`src/inc/glp_pkg.sv`:
```
// Package of constants and state types shared by the bus port modules.
package glp_pkg;

  // ---------------------------------------------------------------------------
  // Clock and timing
  // ---------------------------------------------------------------------------
  localparam int unsigned CLK_NS   = 50;   // System clock period at 20 MHz.
  localparam int unsigned SETUP_NS = 100;  // Data settle time before data-valid.
  localparam int unsigned SETUP_CYC_I = (SETUP_NS + CLK_NS - 1) / CLK_NS;
  localparam logic [1:0]  SETUP_CYC = SETUP_CYC_I[1:0];
  localparam logic [1:0]  CNT_ONE   = 2'h1;

  // ---------------------------------------------------------------------------
  // Bus widths and address fields
  // ---------------------------------------------------------------------------
  localparam int unsigned DATA_W = 8;
  localparam int unsigned ADDR_W = 5;
  localparam int unsigned GRP_HI = 6;     // Top bit of the command group field.
  localparam int unsigned GRP_LO = 5;     // Bottom bit of the command group field.
  localparam int unsigned SYNC_W = 20;    // Width of the synchronised pin vector.
  localparam logic [1:0]  GRP_LISTEN = 2'h1;
  localparam logic [1:0]  GRP_TALK   = 2'h2;
  localparam logic [1:0]  GRP_SECOND = 2'h3;
  localparam logic [6:0]  LISTEN_OR  = 7'h20;
  localparam logic [6:0]  TALK_OR    = 7'h40;
  localparam logic [6:0]  CMD_UNLISTEN = 7'h3f;
  localparam logic [6:0]  CMD_UNTALK   = 7'h5f;

  // ---------------------------------------------------------------------------
  // State types
  // ---------------------------------------------------------------------------
  typedef enum logic [1:0] {
    ACC_IDLE = 2'b00,
    ACC_NRDY = 2'b01,
    ACC_RDY  = 2'b10,
    ACC_DONE = 2'b11
  } glp_acc_e;

  typedef enum logic [1:0] {
    SRC_IDLE  = 2'b00,
    SRC_SETUP = 2'b01,
    SRC_WAIT  = 2'b10,
    SRC_DAV   = 2'b11
  } glp_src_e;

endpackage

```
`src/inc/glp_acc_if.sv`:
```
// Interface joining the port core to its acceptor handshake engine.
`timescale 1ns/1ns
interface glp_acc_if;
  import glp_pkg::*;
  logic              en;       // Take part in the handshake.
  logic              take_ok;  // Next byte may be taken.
  logic              dav;      // Data valid, true polarity, synchronised.
  logic              atn;      // Attention, true polarity, synchronised.
  logic              eoi;      // End marker, true polarity, synchronised.
  logic [DATA_W-1:0] data;     // Data lines, true polarity, synchronised.
  logic              nrfd;     // Assert not-ready-for-data.
  logic              ndac;     // Assert not-data-accepted.
  logic              stb;      // One-cycle pulse: byte captured.
  logic              byte_atn; // Captured byte was sent under attention.
  logic              byte_eoi; // Captured byte carried the end marker.
  logic [DATA_W-1:0] byte_q;   // Captured byte.

  modport ctl (output en, take_ok, dav, atn, eoi, data,
               input  nrfd, ndac, stb, byte_atn, byte_eoi, byte_q);
  modport eng (input  en, take_ok, dav, atn, eoi, data,
               output nrfd, ndac, stb, byte_atn, byte_eoi, byte_q);
endinterface

```
`src/design/glp_acceptor.sv`:
```
// Acceptor handshake engine: drives not-ready and not-accepted, captures bytes.
`timescale 1ns/1ns
module glp_acceptor (
  input wire logic clk_sys,
  input wire logic rst_sync_b,
  glp_acc_if.eng   acc
);
  import glp_pkg::*;

  glp_acc_e state_q;

  // ---------------------------------------------------------------------------
  // Handshake sequence
  // ---------------------------------------------------------------------------
  // Both lines are released while not taking part, so an idle port never stalls the bus.
  always_ff @(posedge clk_sys or negedge rst_sync_b) begin
    if (!rst_sync_b) begin
      state_q      <= ACC_IDLE;
      acc.nrfd     <= 1'b0;
      acc.ndac     <= 1'b0;
      acc.stb      <= 1'b0;
      acc.byte_atn <= 1'b0;
      acc.byte_eoi <= 1'b0;
      acc.byte_q   <= '0;
    end else begin
      acc.stb <= 1'b0;
      if (!acc.en) begin
        state_q  <= ACC_IDLE;
        acc.nrfd <= 1'b0;
        acc.ndac <= 1'b0;
      end else begin
        case (state_q)
          ACC_IDLE: begin
            state_q  <= ACC_NRDY;
            acc.nrfd <= 1'b1;
            acc.ndac <= 1'b1;
          end
          ACC_NRDY: begin
            // Ready only once data-valid is gone and the consumer has room.
            if (!acc.dav && acc.take_ok) begin
              state_q  <= ACC_RDY;
              acc.nrfd <= 1'b0;
            end
          end
          ACC_RDY: begin
            // Capture and release not-accepted on the same edge, raising not-ready again.
            if (acc.dav) begin
              state_q      <= ACC_DONE;
              acc.nrfd     <= 1'b1;
              acc.ndac     <= 1'b0;
              acc.stb      <= 1'b1;
              acc.byte_q   <= acc.data;
              acc.byte_atn <= acc.atn;
              acc.byte_eoi <= acc.eoi;
            end
          end
          ACC_DONE: begin
            if (!acc.dav) begin
              state_q  <= ACC_NRDY;
              acc.ndac <= 1'b1;
            end
          end
          default: begin
            state_q <= ACC_IDLE;
          end
        endcase
      end
    end
  end

endmodule // glp_acceptor

```
`src/design/glp_port.sv`:
```
// Device-side talker and listener port for the parallel instrument bus.
//
// Functional notes
// - Listener signals ready before any byte transfer begins.
// - Talker drives the byte, then asserts data valid.
// - Listener captures the byte on data valid, then signals accepted.
// - After acceptance the talker releases data valid and the data lines.
// - Listener re-signals ready only after data valid is withdrawn.
// - Eight data lines, five management lines, three handshake lines.
// - Primary address 0 to 31 comes from switches.
// - Primary address OR hex 20 is our listen address.
// - Primary address OR hex 40 is our talk address.
// - Secondary address codes hex 60 to 7F may follow a primary address.
// - Secondary addresses are ignored; primary address alone selects us.
// - When talking, response bytes go out one per handshake.
// - Unlisten removes us from the listen state.
// - All bus lines are low-true.
// - Bytes under attention are commands, otherwise data.
// - Not-accepted stays asserted until each acceptor has taken the byte.
`timescale 1ns/1ns
module glp_port (
  input  wire logic                          clk_sys,
  input  wire logic                          rst_b,
  input  wire logic [glp_pkg::ADDR_W-1:0]    addr_sw,
  input  wire logic [glp_pkg::DATA_W-1:0]    dio_in,
  output logic      [glp_pkg::DATA_W-1:0]    dio_out,
  output logic      [glp_pkg::DATA_W-1:0]    dio_oe_b,
  input  wire logic                          atn_in,
  input  wire logic                          ifc_in,
  input  wire logic                          ren_in,
  input  wire logic                          eoi_in,
  output logic                               eoi_out,
  output logic                               eoi_oe_b,
  output logic                               srq_out,
  output logic                               srq_oe_b,
  input  wire logic                          dav_in,
  output logic                               dav_out,
  output logic                               dav_oe_b,
  input  wire logic                          nrfd_in,
  output logic                               nrfd_out,
  output logic                               nrfd_oe_b,
  input  wire logic                          ndac_in,
  output logic                               ndac_out,
  output logic                               ndac_oe_b,
  input  wire logic                          srq_req,
  output logic      [glp_pkg::DATA_W-1:0]    rx_data,
  output logic                               rx_valid,
  output logic                               rx_eoi,
  input  wire logic                          rx_ready,
  input  wire logic [glp_pkg::DATA_W-1:0]    tx_data,
  input  wire logic                          tx_last,
  input  wire logic                          tx_valid,
  output logic                               tx_taken,
  output logic                               listen,
  output logic                               talk,
  output logic                               remote
);
  import glp_pkg::*;
  logic [1:0]              rst_sync_q;
  logic                    rst_sync_b;
  logic [SYNC_W-1:0]       meta_q;
  logic [SYNC_W-1:0]       pin_q;
  logic [DATA_W-1:0]       data_t;
  logic                    atn_t;
  logic                    ifc_t;
  logic                    ren_t;
  logic                    eoi_t;
  logic                    dav_t;
  logic                    nrfd_t;
  logic                    ndac_t;
  logic [ADDR_W-1:0]       addr_q;
  logic                    listen_q;
  logic                    talk_q;
  logic                    talk_act;
  logic [6:0]              cmd7;
  glp_src_e                src_q;
  logic [1:0]              cnt_q;
  logic                    pend_q;
  logic [DATA_W-1:0]       tx_byte_q;
  logic                    tx_last_q;
  logic                    drive_q;
  logic                    dav_q;
  logic [DATA_W-1:0]       pull_q;
  glp_acc_if acc ();
  // ---------------------------------------------------------------------------
  // Reset release
  // ---------------------------------------------------------------------------
  // Assertion is immediate; release is timed to the clock to avoid recovery hazards.
  always_ff @(posedge clk_sys or negedge rst_b) begin
    if (!rst_b) begin
      rst_sync_q <= 2'h0;
    end else begin
      rst_sync_q <= {rst_sync_q[0], 1'b1};
    end
  end
  assign rst_sync_b = rst_sync_q[1];
  // ---------------------------------------------------------------------------
  // Pin synchronisers
  // ---------------------------------------------------------------------------
  // Every bus pin and the address switches pass two flip-flops.
  always_ff @(posedge clk_sys or negedge rst_sync_b) begin
    if (!rst_sync_b) begin
      meta_q <= {SYNC_W{1'b1}};
      pin_q  <= {SYNC_W{1'b1}};
    end else begin
      meta_q <= {addr_sw, atn_in, ifc_in, ren_in, eoi_in, dav_in, nrfd_in, ndac_in, dio_in};
      pin_q  <= meta_q;
    end
  end
  // Lines are low-true, so the inverted level is the logical value.
  assign data_t = ~pin_q[DATA_W-1:0];
  assign ndac_t = ~pin_q[DATA_W];
  assign nrfd_t = ~pin_q[DATA_W+1];
  assign dav_t  = ~pin_q[DATA_W+2];
  assign eoi_t  = ~pin_q[DATA_W+3];
  assign ren_t  = ~pin_q[DATA_W+4];
  assign ifc_t  = ~pin_q[DATA_W+5];
  assign atn_t  = ~pin_q[DATA_W+6];
  // ---------------------------------------------------------------------------
  // Primary address
  // ---------------------------------------------------------------------------
  // The switch value is followed continuously; five bits cannot leave 0 to 31.
  always_ff @(posedge clk_sys or negedge rst_sync_b) begin
    if (!rst_sync_b) begin
      addr_q <= '0;
    end else begin
      addr_q <= pin_q[SYNC_W-1:DATA_W+7];
    end
  end
  // ---------------------------------------------------------------------------
  // Acceptor engine
  // ---------------------------------------------------------------------------
  // Every device must take part under attention; data is taken only when listening.
  assign acc.en      = atn_t || (listen_q && !talk_act);
  assign acc.take_ok = atn_t || rx_ready;
  assign acc.dav     = dav_t;
  assign acc.atn     = atn_t;
  assign acc.eoi     = eoi_t;
  assign acc.data    = data_t;
  glp_acceptor u_acceptor (
    .clk_sys    (clk_sys),
    .rst_sync_b (rst_sync_b),
    .acc        (acc.eng)
  );
  // ---------------------------------------------------------------------------
  // Address and command decode
  // ---------------------------------------------------------------------------
  // Bit 8 of a command byte carries no meaning and is ignored.
  assign cmd7 = acc.byte_q[6:0];
  always_ff @(posedge clk_sys or negedge rst_sync_b) begin
    if (!rst_sync_b) begin
      listen_q <= 1'b0;
      talk_q   <= 1'b0;
    end else if (ifc_t) begin
      listen_q <= 1'b0;
      talk_q   <= 1'b0;
    end else if (acc.stb && acc.byte_atn) begin
      if (cmd7 == (LISTEN_OR | {2'h0, addr_q})) begin
        listen_q <= 1'b1;
      end
      if (cmd7 == CMD_UNLISTEN) begin
        listen_q <= 1'b0;
      end
      if (cmd7 == (TALK_OR | {2'h0, addr_q})) begin
        talk_q <= 1'b1;
      end else if (cmd7[GRP_HI:GRP_LO] == GRP_TALK) begin
        // Untalk and any other talker's address both end our turn.
        talk_q <= 1'b0;
      end
      // Secondary codes fall in their own group and change nothing here.
    end
  end
  // ---------------------------------------------------------------------------
  // Received data to the user
  // ---------------------------------------------------------------------------
  always_ff @(posedge clk_sys or negedge rst_sync_b) begin
    if (!rst_sync_b) begin
      rx_valid <= 1'b0;
      rx_data  <= '0;
      rx_eoi   <= 1'b0;
    end else begin
      rx_valid <= acc.stb && !acc.byte_atn && listen_q;
      if (acc.stb && !acc.byte_atn && listen_q) begin
        rx_data <= acc.byte_q;
        rx_eoi  <= acc.byte_eoi;
      end
    end
  end
  // ---------------------------------------------------------------------------
  // Source handshake
  // ---------------------------------------------------------------------------
  // Attention or loss of the talk role drops the lines at once; a held byte is kept, except under interface clear.
  assign talk_act = talk_q && !atn_t && !ifc_t;
  always_ff @(posedge clk_sys or negedge rst_sync_b) begin
    if (!rst_sync_b) begin
      src_q     <= SRC_IDLE;
      cnt_q     <= '0;
      pend_q    <= 1'b0;
      tx_byte_q <= '0;
      tx_last_q <= 1'b0;
      tx_taken  <= 1'b0;
      drive_q   <= 1'b0;
      dav_q     <= 1'b0;
    end else begin
      tx_taken <= 1'b0;
      if (!talk_act) begin
        src_q   <= SRC_IDLE;
        drive_q <= 1'b0;
        dav_q   <= 1'b0;
        pend_q  <= pend_q && !ifc_t;
      end else begin
        case (src_q)
          SRC_IDLE: begin
            // One response byte per handshake.
            if (pend_q || tx_valid) begin
              if (!pend_q) begin
                tx_byte_q <= tx_data;
                tx_last_q <= tx_last;
                tx_taken  <= 1'b1;
                pend_q    <= 1'b1;
              end
              drive_q <= 1'b1;
              cnt_q   <= SETUP_CYC;
              src_q   <= SRC_SETUP;
            end
          end
          SRC_SETUP: begin
            // Data lines settle before data-valid is raised.
            if (cnt_q == CNT_ONE) begin
              src_q <= SRC_WAIT;
            end
            cnt_q <= cnt_q - CNT_ONE;
          end
          SRC_WAIT: begin
            // All listeners ready and the previous byte's accepted line back low.
            if (!nrfd_t && ndac_t) begin
              dav_q <= 1'b1;
              src_q <= SRC_DAV;
            end
          end
          SRC_DAV: begin
            // Accepted is seen only when the slowest listener lets go.
            if (!ndac_t) begin
              dav_q   <= 1'b0;
              drive_q <= 1'b0;
              pend_q  <= 1'b0;
              src_q   <= SRC_IDLE;
            end
          end
          default: begin
            src_q <= SRC_IDLE;
          end
        endcase
      end
    end
  end
  // ---------------------------------------------------------------------------
  // Pin drivers
  // ---------------------------------------------------------------------------
  // Lines are open-drain: a true bit pulls low, a false bit releases.
  always_ff @(posedge clk_sys or negedge rst_sync_b) begin
    if (!rst_sync_b) begin
      pull_q    <= '0;
      dio_oe_b  <= {DATA_W{1'b1}};
      dav_oe_b  <= 1'b1;
      eoi_oe_b  <= 1'b1;
      nrfd_oe_b <= 1'b1;
      ndac_oe_b <= 1'b1;
      srq_oe_b  <= 1'b1;
      listen    <= 1'b0;
      talk      <= 1'b0;
      remote    <= 1'b0;
    end else begin
      pull_q    <= '0;
      dio_oe_b  <= ~(tx_byte_q & {DATA_W{drive_q}});
      dav_oe_b  <= ~dav_q;
      eoi_oe_b  <= ~(drive_q && tx_last_q);
      nrfd_oe_b <= ~acc.nrfd;
      ndac_oe_b <= ~acc.ndac;
      srq_oe_b  <= ~srq_req;
      listen    <= listen_q;
      talk      <= talk_q;
      remote    <= ren_t;
    end
  end
  assign dio_out  = pull_q;
  assign dav_out  = pull_q[0];
  assign eoi_out  = pull_q[0];
  assign nrfd_out = pull_q[0];
  assign ndac_out = pull_q[0];
  assign srq_out  = pull_q[0];
endmodule // glp_port

```
`config.mk`:
```
export PLATFORM = sky130hd
export DESIGN_NAME = glp_port
export DESIGN_NICKNAME = d
export VERILOG_FILES = /design/src/inc/glp_pkg.sv /design/src/inc/glp_acc_if.sv /design/src/design/glp_acceptor.sv /design/src/design/glp_port.sv
export SDC_FILE = /design/constraint.sdc
export NUM_CORES = 1
export LEC_CHECK = 0
export BUFFER_PORTS_ARGS = -buffer_cell sky130_fd_sc_hd__clkbuf_2
export CAP_MARGIN = 20
export CORE_UTILIZATION = 45
export CTS_BUF_LIST = sky130_fd_sc_hd__clkbuf_2
export DETAILED_ROUTE_END_ITERATION = 10
export PLACE_DENSITY = 0.63
export SLEW_MARGIN = 40
export SYNTH_ARGS = -nofsm -noshare
export SYNTH_HDL_FRONTEND = slang
export SYNTH_SLANG_ARGS = --single-unit
```
`constraint.sdc`:
```
create_clock -name clk_sys -period 5.7 [get_ports clk_sys]
set_clock_uncertainty 0.15 [all_clocks]
set_input_delay 0.855 -clock clk_sys [delete_from_list [all_inputs] [get_ports clk_sys]]
set_output_delay 0.855 -clock clk_sys [all_outputs]
set_load 0.005 [all_outputs]
```
==> flow_summary.toml, run 1 <==
[layout]
multi_input_area_um2 = 930.9
instances_no_fill = 451
num-nets-final = 386
drive_above_1_share_pct = 43.35
final-seq-area_um2 = 2748
num-fill-cells = 721
diodes = 0
utilization_pct = 52.70
final_area_um2 = 4330
area_delta_synth_final_pct = 13.36

[cts]
clockBufferDepth = 2
insertion_delay_ns = 0.51
cts_resized = 0
clk_pin_slew_ns = 0.25
tritoncts = "done"
root_buffer = "clkbuf_2"
cts_buffers = 9
cts_max_level = 3
cts.sinks = 107

[place]
dp_hpwl_um = 3905
port_buffers = 60
gp_congestion = 0.7839
dp_cells = 435
place_area_um2 = 4189

[setup_path]
cp-start-kind = "flip-flop"
worstReg2RegStart = "pin_q[13]"
cp_slowest_cell = "dfstp_2"
r2r_end = "tx_byte_q[5]"
crit_path_max_incr_delay_ns = 0.59
crit_fanout = 1
cpLargestDelayFamily = "flip-flops"
r2r_setup_slack_ns = 3.72
cp.required_ns = 4.70
rr_worst_depth = 3
crit_type = "flip-flop to output pin"
arrival_ns = 1.20
setup.worst_path.end_class = "output pin"
cp_cell_sequence = "clkbuf_2"
crit_start = "srq_oe_b"
endpoint = "srq_oe_b"
cp_num_cells = 1
cp_num_buf_inv = 1

[sta]
setup-violations-final = 0
slew_headroom_pct = 57.42
max_slew.worst_pin.slew_ns = 0.6387
fin_setup_tns_ns = 0
slew_violations = 0
holdWs_ns = 0.1102
max_freq_mhz = 454.0
fin_crit_sh_pct = 38.64
hold_viol = 0
rsz0062_at_grt = "no"
min_period_ns = 2.202

[routing]
drt_iter0_markers = 55
wl_per_cell_um = 12.21
first_pass_iters = 4
dr_total_vias = 2064
routed_wl_um = 5505
via_per_inst = 4.576
drc_errors = 0
postRouteAntennaNets = 0

[synthesis]
yosys.area_share.simple_pct = 7.108
synthTopCellsByArea = "dfstp_2 (36%), dfrtp_1 (35%), mux2_2 (4.7%)"
syn_area_um2 = 3820
ys.flop_type = "dfrtp_1"
yosys.area.top_type = "dfstp_2"
avgSynthCellArea_um2 = 13.94
synth_compound_area_share_pct = 6.485
synth_edf_count = 0
yosys_register_bits = 107
synthAdderAreaFrac_pct = 3.275
async_flop_share_pct = 100.0
yosysSeqAreaShare_pct = 71.83
ys_warn_count = 0
synth.mux.area_fraction_pct = 4.979
yosysUniqueCellTypes = 41
netlist_instances = 274
synth_top_area_share_pct = 36.46
synth_top_family_by_area = "simple AND/OR/NAND/NOR gates"
synthXorXnorAreaFrac_pct = 1.146

[global_routing]
grt_overflow = 0
grt_pass1_vias = 2030
grtUsageMet1_pct = 18.36
grt_max_degree = 78
grt.busiest_layer = "met2"
grt_pass1_wl_um = 9315
use_met3_pct = 2.832
grt.met2_usage_pct = 21.72
antenna_found_initial = 0
grt_usage_pct = 14.00

[die]
die_width_um = 94.14
placementRows = 33
dieArea_um2 = 8861
die_h_um = 94.14
start_util_pct = 46.49
core_area_um2 = 8217
io_pins = 74

[hold_path]
hp-class = "flip-flop to asynchronous set/reset pin"

[job]
cap_violations = 0

[power_and_ir_drop]
power.density_nw_per_um2 = 320.8
vdd.ir_drop.worst_mv = 0.1656
leakage_uw = 0.002059

[outcome]
status = "complete, no violations"
==> through the flow <==
| step | total power, uW | worst slack [ns] |
|---|---|---|
| floorplan | 992.6 | 2.441 |
| global placement | 1029 | 3.698 |
| detailed placement | 1037 | 3.670 |
| CTS | 1413 | 3.432 |
| global route | 1476 | 3.386 |
| finish | 1389 | 3.498 |
==> worst min path at each step <==
stage	from	endpoint	slack, ns	cells past startpoint
final	rst_sync_q[1]	tx_taken	0.11	0
after global routing	rst_sync_q[1]	src_q[0]	0.13	0
after CTS	rst_sync_q[1]	src_q[1]	0.11	0
after detailed placement	rst_sync_q[1]	tx_byte_q[3]	0.10	0
after global placement	rst_sync_q[1]	tx_byte_q[5]	0.1	0
after floorplan	rst_sync_q[0]	rst_sync_q[1]	0.18	0
==> cells in the final DEF, fill, tap and decap left out, drive strengths merged, types with 2 or more instances in the layout <==
| cell type | count |
|---|---|
| a21bo | 2 |
| a21oi | 9 |
| and4b | 2 |
| bufinv | 2 |
| clkbuf | 71 |
| conb | 14 |
| dfrtp | 54 |
| dfstp | 53 |
| ha | 10 |
| inv | 18 |
| mux2 | 16 |
| nand2 | 34 |
| nand3 | 4 |
| nand3b | 2 |
| nor2 | 9 |
| nor3 | 2 |
| o21a | 2 |
| o21ai | 15 |
| o22ai | 2 |
| xnor2 | 2 |
| xor2 | 3 |
==> routing by layer <==
metal	wire (um)	vias to the layer above
met5	0	-
met4	159	0
met3	184	13
met2	2683	46
met1	2477	991
li1	-	1014
==> report_power, final <==
part | total [uW] | switching (uW) | internal (uW)
clock | 370 | 223 | 147
sequential | 887 | 48.0 | 839
combinational | 132 | 70.2 | 62.2
==> cell families after synthesis <==
family,Yosys count
buffers and inverters,35
XOR/XNOR,5
other,2
AO/OA/AOI/OAI,39
AND/OR/NAND/NOR,59
adder cells (fa/ha/maj),10
flip-flops,107
multiplexers,17
==> area by class of cell <==
class | instances | share of cell area, %
flip-flops and latches | 107 | 63.45
inverters | 18 | 1.560
clock inverters | 4 | 1.762
multi-input cells | 144 | 21.50
repair buffers | 62 | 7.426
clock buffers | 11 | 1.271
well taps | 105 | 3.034
==> cells in the mapped netlist (2+ instances only) <==
cell,count
nand3b_1,2
buf_2,2
o21ai_0,10
o21ai_1,5
dfrtp_1,54
nor3_1,2
xor2_1,3
nand2_1,34
o21a_1,2
dfstp_2,53
mux2_2,16
o22ai_1,2
nor2_1,9
and4b_1,2
xnor2_1,2
conb_1,2
buf_4,13
inv_1,18
ha_1,10
nand3_1,4
a21oi_1,9
==> repair_timing <==
item / CTS / global route
hold buffers: 1 / 0
endpoints found under the setup margin: 0 / 0
buffers inserted: 0 / 0
hold endpoints to repair: 2 / 0
==> registers in the layout, summed over array words and instances, names as in the netlist, 2 cells and up <==
name	cells
dio_oe_b	8
u_acceptor.state_q	2
u_acceptor.acc.byte_q	8
rst_sync_q	2
pin_q	20
cnt_q	2
src_q	2
rx_data	8
meta_q	20
addr_q	5
tx_byte_q	8
Power figures use the tool's default switching activity.
==> run 2: changes to the inputs <==
Settings changed: ABC_AREA set to 1.
Clock period 5.7 ns to 2.2 ns, I/O delays scaled along.
==> run 2 against run 1 <==
Effect of this change:
- synthesized cell count increased by 27%
- total power increased to 2.7 times the previous value
- cell count rose by 24%
- wire length grew 17%
- non-clock buffer count is 33 higher
- worst hold slack got worse by 0.051 ns
- combinational power grew to 3.6 times the previous value
- flip-flop and latch count unchanged
- synthesized area up 2.9%
==> flow_summary.toml, run 2 <==
[synthesis]
synthAdderAreaFrac_pct = 3.184
netlist_instances = 349
netlist_top_cells_count = "nand2_1 (112), dfrtp_1 (54), dfstp_2 (53)"
synthXorXnorAreaFrac_pct = 0.2229
yosys_register_bits = 107
synth_edf_count = 0
synth_top_family_by_area = "simple AND/OR/NAND/NOR gates"
yosysSeqAreaShare_pct = 69.82
synth.mux.area_fraction_pct = 0
yosysMostFrequentCell = "nand2_1"
avgSynthCellArea_um2 = 11.26
ys.flop_type = "dfrtp_1"
yosys.area_share.simple_pct = 16.05
synthTopCellsByArea = "dfstp_2 (35%), dfrtp_1 (34%), nand2_1 (11%)"
yosys.area.top_type = "dfstp_2"
synth_compound_area_share_pct = 4.139
syn_area_um2 = 3930
yosysUniqueCellTypes = 29
synth_top_area_share_pct = 35.43
ys_warn_count = 0
async_flop_share_pct = 100.0

[power_and_ir_drop]
comb_power_share_pct = 12.5
p_sw_share_pct = 26.17
internal-power_uw = 2783
power_uw = 3770
vdd.ir_drop.worst_mv = 0.3075
seq_power_share_pct = 61.2
leakage_uw = 0.002381
pwr-share-clk_pct = 26.2
power.density_nw_per_um2 = 787.9
switchingPower_uw = 986.7

[setup_path]
crit_fanout = 5
r2r_setup_slack_ns = 0.31
worstReg2RegStart = "src_q[0]"
crit_type = "flip-flop to flip-flop"
setup.worst_path.end_class = "flip-flop"
cp-start-kind = "flip-flop"
arrival_ns = 2.19
cp.required_ns = 2.50
rr_worst_depth = 8
r2r_end = "src_q[0]"

[place]
gp_congestion = 0.7884
dp_cells = 512
dp_hpwl_um = 4294
port_buffers = 60

[job]
cap_violations = 0

[routing]
dr_total_vias = 2484
wl_per_cell_um = 11.54
drc_errors = 0
routed_wl_um = 6464
via_per_inst = 4.436
drt_iter0_markers = 99
postRouteAntennaNets = 0
first_pass_iters = 4

[sta]
rsz0062_at_grt = "no"
min_period_ns = 1.886
fin_crit_sh_pct = 85.72
holdWs_ns = 0.05898
setup-violations-final = 0
fin_setup_tns_ns = 0
slew_violations = 0
max_freq_mhz = 530.3
hold_viol = 0

[cts]
tritoncts = "done"
clockBufferDepth = 2
cts_setup_buffers = 0
cts_max_level = 3
insertion_delay_ns = 0.53
clk_pin_slew_ns = 0.27
cts_buffers = 9
cts_resized = 0
root_buffer = "clkbuf_2"
cts.sinks = 107

[layout]
instances_no_fill = 560
utilization_pct = 57.37
largestRegisters = "meta_q: 20 flops, pin_q: 20 flops"
final-seq-area_um2 = 2748
multi_input_area_um2 = 979.7
num-fill-cells = 723
diodes = 0
num-nets-final = 494
layout_common_cells = "nand2_1 (112), clkbuf_2 (70), dfrtp_1 (53), dfstp_2 (53)"
area_delta_synth_final_pct = 21.74
drive_above_1_share_pct = 31.43
mostFrequentLayoutCell = "nand2_1"

[global_routing]
grt_pass1_vias = 2474
grtUsageMet1_pct = 21.84
grt_pass1_wl_um = 11410
antenna_found_initial = 0
grt.busiest_layer = "met2"
grt_usage_pct = 16.74
use_met3_pct = 3.509
grt_max_degree = 43
grt.met2_usage_pct = 26.85
grt_overflow = 0

[die]
die_width_um = 95.45
dieArea_um2 = 9111
io_pins = 74
placementRows = 33
die_h_um = 95.45
core_area_um2 = 8341
start_util_pct = 47.12

[hold_path]
hp-class = "flip-flop to asynchronous set/reset pin"

[outcome]
status = "complete, no violations"
==> run 2: cell count changes after synthesis, moves of 3 or more <==
cell and change:
xor2_1 -3, nand4_1 +3, nor2_1 +4, nand2_1 +78
inv_1 +14, nand3_2 +3, o21ai_0 +11, o21ai_1 -3
nand3_1 +4, mux2_2 -16, a21oi_1 -4
==> run 2: worst max-delay path: stages (launching register included) <==
cell	delay [ns]
dfrtp_1	0.49
inv_1	0.11
ha_1	0.30
nand3b_1	0.18
nor2_1	0.06
nor2_1	0.15
nand3_1	0.17
nand2_1	0.11
o21ai_0	0.09
==> run 2: stage by stage <==
stage	setup slack (ns)	area [um^2]
floorplan	0.3075	3976
CTS	0.3522	4785
global placement	0.5455	4327
global route	0.09946	4785
detailed placement	0.4034	4327
finish	0.3142	4785
==> run 2: cell type report <==
cell class | count | share of cell area [%]
flip-flops and latches | 107 | 57.43
well taps | 105 | 2.746
multi-input cells | 203 | 20.48
clock inverters | 6 | 1.831
repair buffers | 95 | 13.70
inverters | 34 | 2.772
clock buffers | 10 | 1.046
==> run 2: per-layer routing <==
metal	up-vias	wire (um)
li1	1254	-
met1	1157	2941
met2	66	3144
met3	7	283
met4	0	95
met5	-	0
==> run 2: logic make-up (layout without fill, tap and decap cells) <==
logic type / count (synthesis) / in the layout
flops: 107 / 107
compound gates: 31 / 31
buf+inv: 51 / 145
fa+ha+maj: 10 / 10
other cells: 2 / 14
simple gates: 147 / 147
xor+xnor: 1 / 1
==> run 2: what timing repair did <==
item | in CTS | in global routing
hold endpoints to repair | 32 | 0
setup endpoints to repair | 0 | 0
hold buffers | 32 | 0
==> run 2: how the worst max path moves through the flow <==
stage | start | depth (start not counted) | endpoint
6_report | src_q[0] | 8 | src_q[0]
5_1_grt | src_q[0] | 7 | src_q[0]
4_1_cts | src_q[0] | 8 | src_q[0]
3_5_place_dp | src_q[0] | 8 | src_q[0]
3_3_place_gp | src_q[0] | 8 | src_q[0]
2_1_floorplan | rst_sync_q[1] | 0 | addr_q[0]
==> run 2: power by group through the flow <==
stage	clock, uW	sequential [uW]	combinational, uW
finish	988	2310	473
floorplan	0	2340	308
global placement	0	2340	423
global route	1110	2340	563
detailed placement	0	2340	433
CTS	1030	2310	481
